<file path="src/rtl/pmc_pkg.sv">
/*
 * Package of the post-increment memory and cache-hint decoder:
 * instruction fields, opcodes, size codes, register map and the
 * packed structs that travel between the decoder and its partners.
 * Assumes a 64-bit datapath and 32-bit instruction words.
 */
package pmc_pkg;

   localparam int          XLEN          = 64;
   // opcode values are plain defaults, adjust to the real map
   localparam logic [7:0]  LOAD_OPCODE   = 8'h40;
   localparam logic [7:0]  STORE_OPCODE  = 8'h41;
   localparam logic [7:0]  CACHE_HINT_OPCODE = 8'h42;

   localparam int          OPC_LSB       = 24;
   localparam int          SIZE_LSB      = 22;
   localparam int          ENDIAN_BIT    = 21;
   localparam int          HINT_LSB      = 18;
   localparam int          DIR_BIT       = 21;
   localparam int          LOCK_BIT      = 20;
   localparam int          COMP_BIT      = 19;
   localparam int          LEVEL_LSB     = 16;
   localparam int          REG3_LSB      = 12;
   localparam int          REG2_LSB      = 6;
   localparam int          REG1_LSB      = 0;

   // size code: 00 byte, 01 half, 10 word, 11 double
   localparam logic [1:0]  SIZE_BYTE     = 2'h0;
   localparam logic [2:0]  LEVEL_UNUSED  = 3'h3;

   localparam logic [7:0]  CTRL_ADDR     = 8'h00;
   localparam logic [7:0]  STATUS_ADDR   = 8'h04;
   localparam logic [7:0]  FAULTS_ADDR   = 8'h08;
   localparam int          CTRL_PF_BIT   = 0;
   localparam int          CTRL_CMP_BIT  = 1;
   localparam logic [1:0]  CTRL_RESET    = 2'h1;

   localparam int          ADD_CYCLES    = 2;
   localparam int          TLB_CYCLES    = 1;

   typedef struct packed {
      logic            valid;
      logic            we;
      logic            prefetch;
      logic [1:0]      size;
      logic            big;
      logic [5:0]      rd;
      logic [XLEN-1:0] addr;
      logic [XLEN-1:0] wdata;
   } pmc_lsu_req_s;

   typedef struct packed {
      logic            valid;
      logic [1:0]      size;
      logic            big;
      logic [5:0]      rd;
      logic [XLEN-1:0] data;
   } pmc_lsu_rsp_s;

   typedef struct packed {
      logic            valid;
      logic [5:0]      rd;
      logic [XLEN-1:0] data;
   } pmc_wr_s;

   typedef struct packed {
      logic            valid;
      logic            prefetch;
      logic            lock;
      logic            compress;
      logic [2:0]      level;
      logic [XLEN-1:0] start;
      logic [XLEN-1:0] length;
   } pmc_cmm_s;

   typedef struct packed {
      logic            valid;
      logic            align;
      logic            page;
   } pmc_fault_s;

endpackage

</file>
<file path="src/rtl/pmc_core.sv">
/*
 * Decode and execution control for load/store with pointer
 * post-update and for the cache-management hint, with a classic
 * Wishbone slave for control and status.
 * Assumes: an in-order load/store unit whose ready promises a free
 * buffer line next cycle, a data TLB with two lookup ports and a
 * cache controller that reports completion of each hint.
 */
// The register offsets and the Wishbone slave port are this design's own decisions.
module pmc_core
   import pmc_pkg::*;
#(
   parameter bit   COMPRESS_SUPPORT = 1'b1
) (
   input  wire logic            clock,
   input  wire logic            rst,
   input  wire logic            dec_valid,
   input  wire logic [31:0]     dec_instr,
   input  wire logic [XLEN-1:0] reg1_data,
   input  wire logic [XLEN-1:0] reg2_data,
   input  wire logic [XLEN-1:0] reg3_data,
   input  wire logic            reg3_zero,
   output      logic            dec_ready,
   output      pmc_lsu_req_s    lsu_req,
   input  wire logic            lsu_ready,
   input  wire pmc_lsu_rsp_s    lsu_rsp,
   output      logic [XLEN-1:0] acc_vaddr,
   input  wire logic            acc_tlb_miss,
   output      logic            ptr_chk_valid,
   output      logic [XLEN-1:0] ptr_chk_vaddr,
   input  wire logic            ptr_tlb_hit,
   output      logic            ptr_prefetch,
   output      pmc_wr_s         data_wr,
   output      pmc_wr_s         ptr_wr,
   output      pmc_fault_s      fault,
   output      pmc_cmm_s        cmm_cmd,
   input  wire logic            cmm_done,
   input  wire logic            wb_cyc_i,
   input  wire logic            wb_stb_i,
   input  wire logic            wb_we_i,
   input  wire logic [7:0]      wb_adr_i,
   input  wire logic [3:0]      wb_sel_i,
   input  wire logic [31:0]     wb_dat_i,
   output      logic [31:0]     wb_dat_o,
   output      logic            wb_ack_o
);

   ////////////////////////////////////////////////////////////////////
   // helpers

   // byte lanes covered by an item of the given size
   function automatic logic [7:0] size_mask(input logic [1:0] sz);
      size_mask = 8'((8'h01 << (4'(1) << sz)) - 8'h01);
   endfunction

   // low pointer bits that must be clear for the given size
   function automatic logic [2:0] align_mask(input logic [1:0] sz);
      logic [3:0] n;
      n          = 4'(4'h1 << sz);
      align_mask = 3'(n - 4'h1);
   endfunction

   function automatic logic [XLEN-1:0] trunc(input logic [XLEN-1:0] d,
                                             input logic [1:0] sz);
      logic [7:0]      m;
      logic [XLEN-1:0] r;
      m = size_mask(sz);
      r = '0;
      for (int i = 0; i < 8; i++) begin
         if (m[i]) begin
            r[8*i +: 8] = d[8*i +: 8];
         end
      end
      trunc = r;
   endfunction

   function automatic logic [XLEN-1:0] swap(input logic [XLEN-1:0] d,
                                            input logic [1:0] sz);
      logic [XLEN-1:0] r;
      int              n;
      r = d;
      n = 1 << sz;
      for (int i = 0; i < 8; i++) begin
         if (i < n) begin
            r[8*i +: 8] = d[8*(n-1-i) +: 8];
         end
      end
      swap = r;
   endfunction

   ////////////////////////////////////////////////////////////////////
   // decode

   logic [7:0] opc;
   logic [1:0] f_size;
   logic       f_big;
   logic [5:0] f_r1;
   logic [5:0] f_r2;
   logic       is_ld;
   logic       is_st;
   logic       is_cm;
   logic       accept;
   logic       null_ld;
   logic       misal;
   logic       do_acc;
   logic [1:0] ctrl;
   logic       cmm_busy;
   logic       mem_acc;

   assign opc    = dec_instr[OPC_LSB +: 8];
   assign f_size = dec_instr[SIZE_LSB +: 2];
   assign f_big  = dec_instr[ENDIAN_BIT];
   assign f_r1   = dec_instr[REG1_LSB +: 6];
   assign f_r2   = dec_instr[REG2_LSB +: 6];
   assign is_ld  = (opc == LOAD_OPCODE);
   assign is_st  = (opc == STORE_OPCODE);
   assign is_cm  = (opc == CACHE_HINT_OPCODE);
   assign accept = dec_valid & dec_ready;
   // accepted load or store, aligned or not
   assign mem_acc = accept & (is_ld | is_st);
   assign null_ld = is_ld & (f_r1 == 6'h00);
   // any significant low pointer bit set; bytes are never misaligned
   assign misal  = |(reg2_data[2:0] & align_mask(f_size));
   assign do_acc = mem_acc & (~misal | null_ld);

   ////////////////////////////////////////////////////////////////////
   // issue handshake: one access per cycle, stall without a free line

   always_ff @(posedge clock or posedge rst) begin
      if (rst) begin
         dec_ready <= 1'b0;
      end else begin
         // lsu_ready promises a line for next cycle's request
         dec_ready <= lsu_ready & ~cmm_busy
                      & ~(accept & is_cm);
      end
   end

   ////////////////////////////////////////////////////////////////////
   // memory request, one cycle after acceptance

   always_ff @(posedge clock or posedge rst) begin
      if (rst) begin
         lsu_req   <= '0;
         acc_vaddr <= '0;
      end else begin
         lsu_req.valid    <= do_acc;
         lsu_req.we       <= is_st;
         lsu_req.prefetch <= null_ld;
         lsu_req.size     <= f_size;
         lsu_req.big      <= f_big;
         lsu_req.rd       <= f_r1;
         // a prefetch of a misaligned pointer is aligned down
         lsu_req.addr     <= reg2_data & ~XLEN'(align_mask(f_size));
         // store data leaves already sized and in memory order
         lsu_req.wdata    <= f_big ? swap(trunc(reg1_data, f_size),
                                          f_size)
                                   : trunc(reg1_data, f_size);
         if (accept) begin
            acc_vaddr <= reg2_data;
         end
      end
   end

   ////////////////////////////////////////////////////////////////////
   // load data write-back

   always_ff @(posedge clock or posedge rst) begin
      if (rst) begin
         data_wr <= '0;
      end else begin
         // a null destination is a prefetch and writes nothing
         data_wr.valid <= lsu_rsp.valid & (lsu_rsp.rd != 6'h00);
         data_wr.rd    <= lsu_rsp.rd;
         data_wr.data  <= trunc(lsu_rsp.big
                                ? swap(lsu_rsp.data, lsu_rsp.size)
                                : lsu_rsp.data, lsu_rsp.size);
      end
   end

   ////////////////////////////////////////////////////////////////////
   // fault detection

   logic p1_acc;
   logic p1_mis;
   logic p1_null;

   always_ff @(posedge clock or posedge rst) begin
      if (rst) begin
         p1_acc  <= 1'b0;
         p1_mis  <= 1'b0;
         p1_null <= 1'b0;
      end else begin
         p1_acc  <= mem_acc;
         p1_mis  <= misal;
         p1_null <= null_ld;
      end
   end

   always_ff @(posedge clock or posedge rst) begin
      if (rst) begin
         fault <= '0;
      end else begin
         fault.valid <= p1_acc & ~p1_null
                        & (p1_mis | acc_tlb_miss);
         fault.align <= p1_acc & ~p1_null & p1_mis;
         // page miss counts only on an aligned access
         fault.page  <= p1_acc & ~p1_null & ~p1_mis
                        & acc_tlb_miss;
      end
   end

   ////////////////////////////////////////////////////////////////////
   // pointer update: two adder stages, then the TLB stage

   logic [32:0]     s1_lo;
   logic [31:0]     s1_pa;
   logic [31:0]     s1_pb;
   logic            s1_upd;
   logic [5:0]      s1_rp;
   logic            s2_upd;
   logic [5:0]      s2_rp;

   always_ff @(posedge clock or posedge rst) begin
      if (rst) begin
         s1_lo  <= '0;
         s1_pa  <= '0;
         s1_pb  <= '0;
         s1_upd <= 1'b0;
         s1_rp  <= '0;
      end else begin
         // modular sum, carry of the low half kept for stage two
         s1_lo  <= 33'(reg2_data[31:0]) + 33'(reg3_data[31:0]);
         s1_pa  <= reg2_data[63:32];
         s1_pb  <= reg3_data[63:32];
         s1_upd <= mem_acc & ~reg3_zero
                   & (~misal | null_ld);
         s1_rp  <= f_r2;
      end
   end

   always_ff @(posedge clock or posedge rst) begin
      if (rst) begin
         ptr_chk_valid <= 1'b0;
         ptr_chk_vaddr <= '0;
         s2_upd        <= 1'b0;
         s2_rp         <= '0;
      end else begin
         ptr_chk_valid <= s1_upd;
         ptr_chk_vaddr <= {32'(s1_pa + s1_pb + 32'(s1_lo[32])),
                           s1_lo[31:0]};
         // a page fault on the access cancels its pointer write
         s2_upd        <= s1_upd & ~(p1_acc & ~p1_null & acc_tlb_miss);
         s2_rp         <= s1_rp;
      end
   end

   always_ff @(posedge clock or posedge rst) begin
      if (rst) begin
         ptr_wr       <= '0;
         ptr_prefetch <= 1'b0;
      end else begin
         ptr_wr.valid <= s2_upd;
         ptr_wr.rd    <= s2_rp;
         ptr_wr.data  <= ptr_chk_vaddr;
         ptr_prefetch <= ptr_chk_valid & ptr_tlb_hit
                         & ctrl[CTRL_PF_BIT];
      end
   end

   ////////////////////////////////////////////////////////////////////
   // cache-management hint, one outstanding at a time

   logic hint_nop;

   // the unused level is accepted and retired as a no-op
   assign hint_nop = dec_instr[LEVEL_LSB +: 3] == LEVEL_UNUSED;

   always_ff @(posedge clock or posedge rst) begin
      if (rst) begin
         cmm_busy <= 1'b0;
         cmm_cmd  <= '0;
      end else begin
         if (accept & is_cm & ~hint_nop) begin
            cmm_busy         <= 1'b1;
            cmm_cmd.valid    <= 1'b1;
            cmm_cmd.prefetch <= dec_instr[DIR_BIT];
            cmm_cmd.lock     <= dec_instr[LOCK_BIT];
            cmm_cmd.compress <= dec_instr[COMP_BIT]
                                & COMPRESS_SUPPORT & ctrl[CTRL_CMP_BIT];
            cmm_cmd.level    <= dec_instr[LEVEL_LSB +: 3];
            cmm_cmd.start    <= reg2_data;
            cmm_cmd.length   <= reg1_data;
         end else if (cmm_done) begin
            cmm_busy      <= 1'b0;
            cmm_cmd.valid <= 1'b0;
         end
      end
   end

   ////////////////////////////////////////////////////////////////////
   // register slave

   logic [15:0] fault_cnt;
   logic [1:0]  last_fault;
   logic        wb_hit;

   // a request is taken once; ack then blocks it for a cycle
   assign wb_hit = wb_cyc_i & wb_stb_i & ~wb_ack_o;

   always_ff @(posedge clock or posedge rst) begin
      if (rst) begin
         ctrl <= CTRL_RESET;
      end else if (wb_hit & wb_we_i & wb_sel_i[0]
                   & (wb_adr_i == CTRL_ADDR)) begin
         ctrl <= wb_dat_i[1:0];
      end
   end

   always_ff @(posedge clock or posedge rst) begin
      if (rst) begin
         fault_cnt  <= '0;
         last_fault <= '0;
      end else if (fault.valid) begin
         fault_cnt  <= 16'(fault_cnt + 16'h0001);
         last_fault <= {fault.page, fault.align};
      end
   end

   always_ff @(posedge clock or posedge rst) begin
      if (rst) begin
         wb_ack_o <= 1'b0;
         wb_dat_o <= '0;
      end else begin
         wb_ack_o <= wb_hit;
         if (wb_adr_i == CTRL_ADDR) begin
            wb_dat_o <= {30'h0, ctrl};
         end else if (wb_adr_i == STATUS_ADDR) begin
            wb_dat_o <= {29'h0, last_fault, cmm_busy};
         end else if (wb_adr_i == FAULTS_ADDR) begin
            wb_dat_o <= {16'h0, fault_cnt};
         end else begin
            wb_dat_o <= '0;
         end
      end
   end

endmodule

</file>
<file path="config.mk">
export PLATFORM = sky130hd
export DESIGN_NAME = pmc_core
export DESIGN_NICKNAME = d
export VERILOG_FILES = /design/src/rtl/pmc_pkg.sv /design/src/rtl/pmc_core.sv
export SDC_FILE = /design/constraint.sdc
export NUM_CORES = 1
export LEC_CHECK = 0
export BUFFER_PORTS_ARGS = -buffer_cell sky130_fd_sc_hd__buf_2
export CAP_MARGIN = 20
export CORE_AREA = 2 2 363 365
export DETAILED_ROUTE_END_ITERATION = 16
export DIE_AREA = 0 0 365 367
export GPL_ROUTABILITY_DRIVEN = 0
export PLACE_DENSITY = 0.43
export SKIP_CTS_REPAIR_TIMING = 1
export SLEW_MARGIN = 20
export SYNTH_ARGS = -nofsm -noshare
export SYNTH_HDL_FRONTEND = slang
export SYNTH_SLANG_ARGS = --single-unit
</file>
<file path="constraint.sdc">
create_clock -name clock -period 21.8 [get_ports clock]
set_clock_uncertainty 0.2 [all_clocks]
set_input_delay 3.27 -clock clock [delete_from_list [all_inputs] [get_ports clock]]
set_output_delay 3.27 -clock clock [all_outputs]
set_load 0.1 [all_outputs]
</file>
; After elaboration in Yosys (flattened, before gate mapping)
; Cells that the tools add are included.
[totals]
reg_bits = 717
input_bits = 353
out_inout_bits = 584
wordCells = 195
[classes]
eq_ne = 6
n_shift = 22
reduce_logical = 5
bitwise = 41
muxes = 39
magnitude_cmp = 16
add_sub_neg = 23
[op_table]
columns = op, count
row1 = 64-bit by 32-bit variable part select with 8-bit output, 16
row2 = "4-bit by 32-bit < comparator with 1-bit output, first input constant", 8
row3 = 8-bit 2-to-1 mux, 32
row4 = "29-bit by 4-bit subtractor with 29-bit output, second input constant", 8
row5 = "3-bit by 32-bit < comparator with 1-bit output, first input constant", 4
row6 = 64-bit 2-to-1 mux, 2
row7 = "29-bit by 2-bit subtractor with 29-bit output, second input constant", 4
row8 = "29-bit by 3-bit subtractor with 29-bit output, second input constant", 4
row9 = 64-bit AND, 1
row10 = "1-bit by 32-bit < comparator with 1-bit output, first input constant", 2
row11 = "2-bit by 32-bit < comparator with 1-bit output, first input constant", 2
row12 = 3-bit NOT with 64-bit output, 1
row13 = "1-bit by 2-bit << shifter with 32-bit output, first input constant", 2
row14 = 16-bit 2-to-1 mux, 3
row15 = 32-bit by 32-bit adder with 33-bit output, 1
row16 = 32-bit by 1-bit adder with 32-bit output, 1
row17 = 32-bit adder, 1
row18 = 1-bit AND, 26
row19 = "8-bit by 7-bit == test with 1-bit output, second input constant", 3
row20 = "16-bit by 1-bit adder with 16-bit output, second input constant", 1
row21 = "1-bit by 4-bit << shifter with 8-bit output, first input constant", 2
row22 = "8-bit by 1-bit subtractor with 8-bit output, second input constant", 2
row23 = 1-bit NOT, 9
row24 = "8-bit by 3-bit == test with 1-bit output, second input constant", 1
row25 = 12 further kinds, 16

; Logic depth before layout (Yosys ltp)
; Gate-level depths: netlist of run 1.
[depth]
ltp_word = 7
ltp_mapped = 13
mapped_depth_nobuf = 10

; Least setup slack after synthesis of run 1
; Ideal clock, no wire load.
[synth_path]
kind = input -> register
start = input dec_instr[23]
end = register lsu_req[17] (netlist bit)
arrival_ps = 5602
path_slack_ps = 15877
path_stages = 10
setup_ps = 121
required_ps = 21479
path_buffers = 4
path_cell_list = clkbuf_1 > inv_1 > ha_1 > ha_1 > buf_2 > clkbuf_1 > buf_1 > mux2i_1 > o22ai_1 > a22o_1
[synth_between]
elab_chain_len = 7
word_cells_on_any_way = 18
classes_between = add/sub (3) / order compare (1) / shift (4) / mux (10)
[synth_rtl]
columns = item, line_no
row1 = "start, declared", pmc_core.sv:18  ; input wire logic [31:0] dec_instr,
row2 = branches (longest 6 deep; another with 29-bit by 2-bit subtractor with 29-bit output), --
row3 = 64-bit 2-to-1 mux (*), pmc_core.sv:156  ; lsu_req.wdata <= f_big ? swap(trunc(reg1_data, f_size),
row4 = "end, declared", pmc_core.sv:24  ; output pmc_lsu_req_s lsu_req,
; Every way passes the cells marked *.
; A chain may end at the register's enable or synchronous reset.

; Worst setup path after layout of run 1
[layout_path]
start = input dec_instr[23]
end = register lsu_req[26] (netlist bit)
; The elaborated chain is that of the path after synthesis.

==> flow_summary.toml, run 1 <==
[clock_network]
cts_root_buffer = "clkbuf_16"
cts_max_level = 3
clkTransAtPathRegs_ns = 0.06
cts.sinks = 669
clock_latency_ns = 0.67
cts_made_buffers = 82
tritoncts = "done"
cts_buffer_depth = 3

[sta]
whs_ns = 0.143
rsz0062_at_grt = "false"
slew_headroom = 0.293
fin_crit_ns = 6.74
hold_viol_final = 0
setup_violations = 0
finalCritPeriodShare = 0.309
tns_ns = 0
slew_viol_final = 0
tightestPinTransition_ns = 1.06
fmaxAchievable_ghz = 0.148

[power_and_ir_drop]
power_frac_seq = 0.343
p_int_uw = 2460
ir_worst_vdd_mv = 0.0726
power.leakage_uw = 0.0192
p_clk_frac = 0.343
p_comb_frac = 0.314
swShare = 0.407
pwr_density_cell_nw_per_um2 = 105
total_power_uw = 4150
power_switching_uw = 1690

[die]
start_util = 0.232
die_width_um = 365
die_h_um = 367
die-area_um2 = 134000
fp.coreArea_um2 = 130000
rows = 133
io_pins = 937

[logic_synthesis]
synthMuxAreaShare = 0.165
synthTopCellsByArea = "dfrtp_1 (55%), mux2_2 (5.9%), mux4_2 (5.7%)"
synth_top_area_share = 0.552
synth_top_area_cell = "dfrtp_1"
yosys.area_share.simple = 0.0868
synth_enable_flop_cells = 0
synth_cell_types = 77
synth.avg_cell_area_um2 = 12.2
synth_top_family_by_area = "multiplexers"
synth_xor_area_frac = 0.0208
synth_warnings = 0
yosys.area_share.adder = 0.0371
yosysSeqAreaShare = 0.553
ys_ff_latch = 669
synth_area_um2 = 30300
ys_async_sr_fraction = 1.00
synth_cells = 2484
synthTopCellsByCount = "dfrtp_1 (668), nand2_1 (258), mux2_2 (158)"
synth.most_common_cell = "dfrtp_1"
synth_flop_cell = "dfrtp_1"
synth_compound_gate_area_share = 0.108

[critical_path]
crit_family = "adder cells"
critPathBufInv = 3
worstReg2RegEnd = "ptr_chk_vaddr[62]"
critPathMaxStageDelay_ns = 0.95
critPathLaunchType = "primary input"
crit_required_ns = 22.12
end_kind = "register"
critical_path_class = "in -> reg"
ff2ff_path_depth = 9
reg2reg_slack_ns = 18.23
cp_common_cell = "ha_1"
r2r_start = "s1_pa[0]"
critPathSlowestCell = "clkinv_1"
worst_ep_arrival_time_ns = 7.06
worstPathMaxFanout = 26
path_cells = "buf_2, inv_1, ha_1, clkinv_1, ha_1, a21oi_1, a32oi_1, o21ai_0"

[drt]
drtIter0Drc = 2069
drc = 0
first_pass_iters = 7
routed_via_density = 4.63
routed_wl_mm = 123
post_drt_wl_per_cell_um = 23.8
route.antenna.remaining_nets = 0
num_vias = 23940

[worst_hold_path]
hold_class = "reg -> reg"
hold_path_end = "ptr_chk_vaddr[16]"
holdPathStages = 0
worstHoldStart = "s1_lo[16]"

[placement]
placed_cells = 5016
portBuffers = 883
dp_hpwl_mm = 94.4

[final_layout]
stdcell_count = 5169
fillers = 13736
layout.nets = 3786
area_delta_synth_final_pct = 30.0
drive_gt1_frac = 0.382

[outcome]
status = "finished clean"

[global_route]
antenna_found_initial = 37
grt_pass1_vias = 23581
grt_pass1_wl_mm = 174
gr-usage-all-layers = 0.179
grt-ovfl-total = 0
grt_start_max_net_pins = 153

[run]
drv_cap = 0
## area by class of cell
cell class / count / area (µm²) / area share
Clock buffer: 106 / 2280 / 0.0580
Sequential cell: 669 / 16700 / 0.425
Inverter: 42 / 161 / 0.00410
Clock inverter: 28 / 475 / 0.0121
Tap cell: 1755 / 2200 / 0.0558
Antenna cell: 19 / 47.5 / 0.00121
Multi-Input combinational cell: 1634 / 12800 / 0.324
Timing Repair Buffer: 916 / 4700 / 0.119
## layout by cell type, fill, tap and decap left out, drive strengths merged, types with 76 or more instances in the layout
master  instances
o21ai         143
mux2i          77
buf           916
nor2          120
mux4           76
nand2         258
clkbuf        106
mux2          221
ha             85
dfrtp         668
a21oi         108
## power groups by stage
stage / sequential [µW] / combinational, µW / clock (µW)
floorplan: 2170 / 271 / 0
global placement: 1450 / 1300 / 0
detailed placement: 1450 / 1300 / 0
CTS: 1430 / 1310 / 1470
global route: 1440 / 1350 / 1520
finish: 1420 / 1300 / 1420
## stage by stage
stage | utilization | worst slack (ns) | area, µm²
global placement | 0.280 | 14.47 | 36600
finish | 0.302 | 15.06 | 39400
floorplan | - | 9.18 | 30300
detailed placement | 0.280 | 14.45 | 36600
CTS | 0.301 | 15.17 | 39300
global route | 0.302 | 14.90 | 39400
## flip-flops by register name (all words and copies together) (netlist names), 2 cells and up
register	cells
acc_vaddr	64
cmm_cmd	135
ctrl	2
data_wr	71
fault	3
fault_cnt	16
last_fault	2
lsu_req	108
ptr_chk_vaddr	64
ptr_wr	71
s1_lo	33
s1_pa	31
s1_pb	32
s1_rp	6
s2_rp	6
wb_dat_o	16
## worst max-delay path by stage
stage,start,slack [ns],cells past startpoint,endpoint
3_5_place_dp,dec_instr[23],14.45,8,lsu_req[25]
2_1_floorplan,rst,9.18,1,acc_vaddr[0]
5_1_grt,dec_instr[23],14.90,10,lsu_req[2]
3_3_place_gp,dec_instr[23],14.47,8,lsu_req[25]
6_report,dec_instr[23],15.06,8,lsu_req[26]
4_1_cts,dec_instr[23],15.17,8,lsu_req[25]
## layer usage
metal | vias to the layer above | global-route usage | part of all wire
li1 | 10669 | - | -
met4 | 14 | 0.0628 | 0.031
met3 | 208 | 0.0555 | 0.087
met2 | 1004 | 0.278 | 0.46
met5 | - | 0 | 0.00082
met1 | 12045 | 0.235 | 0.42
## kinds of logic after synthesis
logic type,count (synthesis)
AO/OA/AOI/OAI,507
AND/OR/NAND/NOR,577
adder cells (fa/ha/maj),88
buffers and inverters,196
flip-flops,669
XOR/XNOR,72
multiplexers,374
other,1
No activity file was read; power rests on OpenSTA's default activity.
==> run 2, diff against run 1 <==
clock period = 5.55 ns   (was 21.8 ns; I/O delays follow)
==> run 2 against run 1 <==
Compared with the run above: combinational power increased to 3.9 times the previous value; sequential share of layout area decreased by 0.21 points; global-route usage about the same; critical endpoint is now ptr_chk_vaddr[62]; routed wire length increased by 0.23%; power increased to 3.9 times the previous value; register-to-register slack got worse by 16 ns; critical path depth increased by 1; core utilization increased by 0.15 points; die area unchanged; sequential cell count unchanged; largest power group unchanged; sequential power increased to 3.9 times the previous value; worst setup slack got worse by 13 ns.
==> flow_summary.toml, run 2 (synthesis results as in run 1) <==
[global_route]
grt_start_max_net_pins = 148
gr-usage-all-layers = 0.180
grt_pass1_wl_mm = 175
antenna_found_initial = 31
grt-ovfl-total = 0
grt_pass1_vias = 23803

[final_layout]
drive_gt1_frac = 0.387
seqCellArea_um2 = 16700
layout_commonest_cell = "buf_2"
multi_input_area_um2 = 12800
area_delta_synth_final_pct = 30.6
final_cell_mix = "buf_2 (883), dfrtp_1 (668), nand2_1 (257), mux2_2 (158), o21ai_0 (136)"
fillers = 13706
layout.nets = 3801
top_regs = "cmm_cmd: 135 flops, lsu_req: 108 flops"
largest_reg_flops = 135
top_register = "cmm_cmd"

[drt]
num_vias = 24117
routed_wl_mm = 123
first_pass_iters = 5
routed_via_density = 4.65
drc = 0
route.antenna.remaining_nets = 0
post_drt_wl_per_cell_um = 23.8
drtIter0Drc = 1954

[placement]
post-place-ws_ns = 1.44
portBuffers = 883
dp_hpwl_mm = 95.6

[clock_network]
clock_latency_ns = 0.67
tritoncts = "done"
cts_max_level = 3
clkTransAtPathRegs_ns = 0.06
cts_buffer_depth = 3
cts_root_buffer = "clkbuf_16"
cts_made_buffers = 83
cts.sinks = 669

[power_and_ir_drop]
ir_worst_vdd_mv = 0.279
p_comb_frac = 0.314
total_power_uw = 16300
p_clk_frac = 0.342
swShare = 0.413
power_frac_seq = 0.343
pwr_density_cell_nw_per_um2 = 412
p_int_uw = 9570
power_switching_uw = 6730
power.leakage_uw = 0.0193

[critical_path]
critical_path_class = "reg -> reg"
critPathLaunchType = "register"
worst_ep_arrival_time_ns = 3.97
crit_required_ns = 5.88
end_kind = "register"
worstPathMaxFanout = 4

[sta]
slew_headroom = 0.240
tightestPinTransition_ns = 1.14
slew_viol_final = 0
finalCritPeriodShare = 0.655
fmaxAchievable_ghz = 0.275
rsz0062_at_grt = "false"
fin_crit_ns = 3.64
fin_ws_ns = 1.91
tns_ns = 0
hold_viol_final = 0
setup_violations = 0

[die]
die_width_um = 365
die-area_um2 = 134000
start_util = 0.232
fp.coreArea_um2 = 130000
rows = 133
io_pins = 937
die_h_um = 367

[run]
drv_cap = 0

[outcome]
status = "finished clean"

[worst_hold_path]
hold_class = "in -> reg"
## run 2: cell types whose count changed in the layout (fill, tap and decap cells not counted), sizes merged
cell	previous run	this run
buf	916	930
bufinv	12	6
clkbuf	106	116
clkinv	8	17
clkinvlp	6	7
diode	19	9
## run 2: path summary, 6_finish.rpt
check	slack (ns)	depth (start not counted)	from	endpoint
max	1.91	9	s1_pa[0]	ptr_chk_vaddr[62]
min	0.07	1	reg3_data[40]	s1_pb[8]
max reg2reg	1.91	9	s1_pa[0]	ptr_chk_vaddr[62]
min reg2reg	0.14	0	s2_rp[0]	ptr_wr[64]
max in group asynchronous	3.74	3	rst	lsu_req[57]
min in group asynchronous	0.11	2	rst	s1_pb[28]
## run 2: layer usage
layer | part of all wire | up-vias | track usage
met5 | 0.00056 | - | 0
met4 | 0.024 | 10 | 0.0486
met3 | 0.073 | 180 | 0.0434
met2 | 0.47 | 987 | 0.285
met1 | 0.44 | 12245 | 0.243
li1 | - | 10695 | -
## run 2: final cells by class
class,count,share of cell area
antenna,9,0.000569
clock buffer,116,0.0612
sequential,669,0.423
tap,1755,0.0555
timing repair buffer,930,0.122
multi-input combinational,1634,0.323
clock inverter,32,0.0105
inverter,42,0.00408
## run 2: worst max-delay path, stage by stage, from the launching register on
cell,delay (ns)
dfrtp_1,0.41
fa_1,0.53
fa_1,0.46
a211oi_1,0.28
o21ai_0,0.20
o2111ai_1,0.20
a21oi_1,0.19
a41oi_1,0.61
o31ai_1,0.23
xor2_1,0.18
## run 2: power by group through the flow
stage                     sequential [µW]  combinational, µW  clock, µW
after floorplan                      8540               1060          0
after global placement               5690               5130          0
after detailed placement             5690               5130          0
after CTS                            5610               5140       5780
after global routing                 5640               5320       5970
final                                5590               5120       5580
## run 2: metrics by stage
step / hold WS [ns] / area [µm²] / std cells / utilization
after floorplan: 0.131 / 30300 / 2499 / -
after global placement: 0.132 / 36700 / 5030 / 0.281
after detailed placement: 0.135 / 36700 / 5030 / 0.281
after CTS: -0.0120 / 39500 / 5178 / 0.303
after global routing: 0.00232 / 39600 / 5183 / 0.303
final: 0.0689 / 39600 / 5187 / 0.303
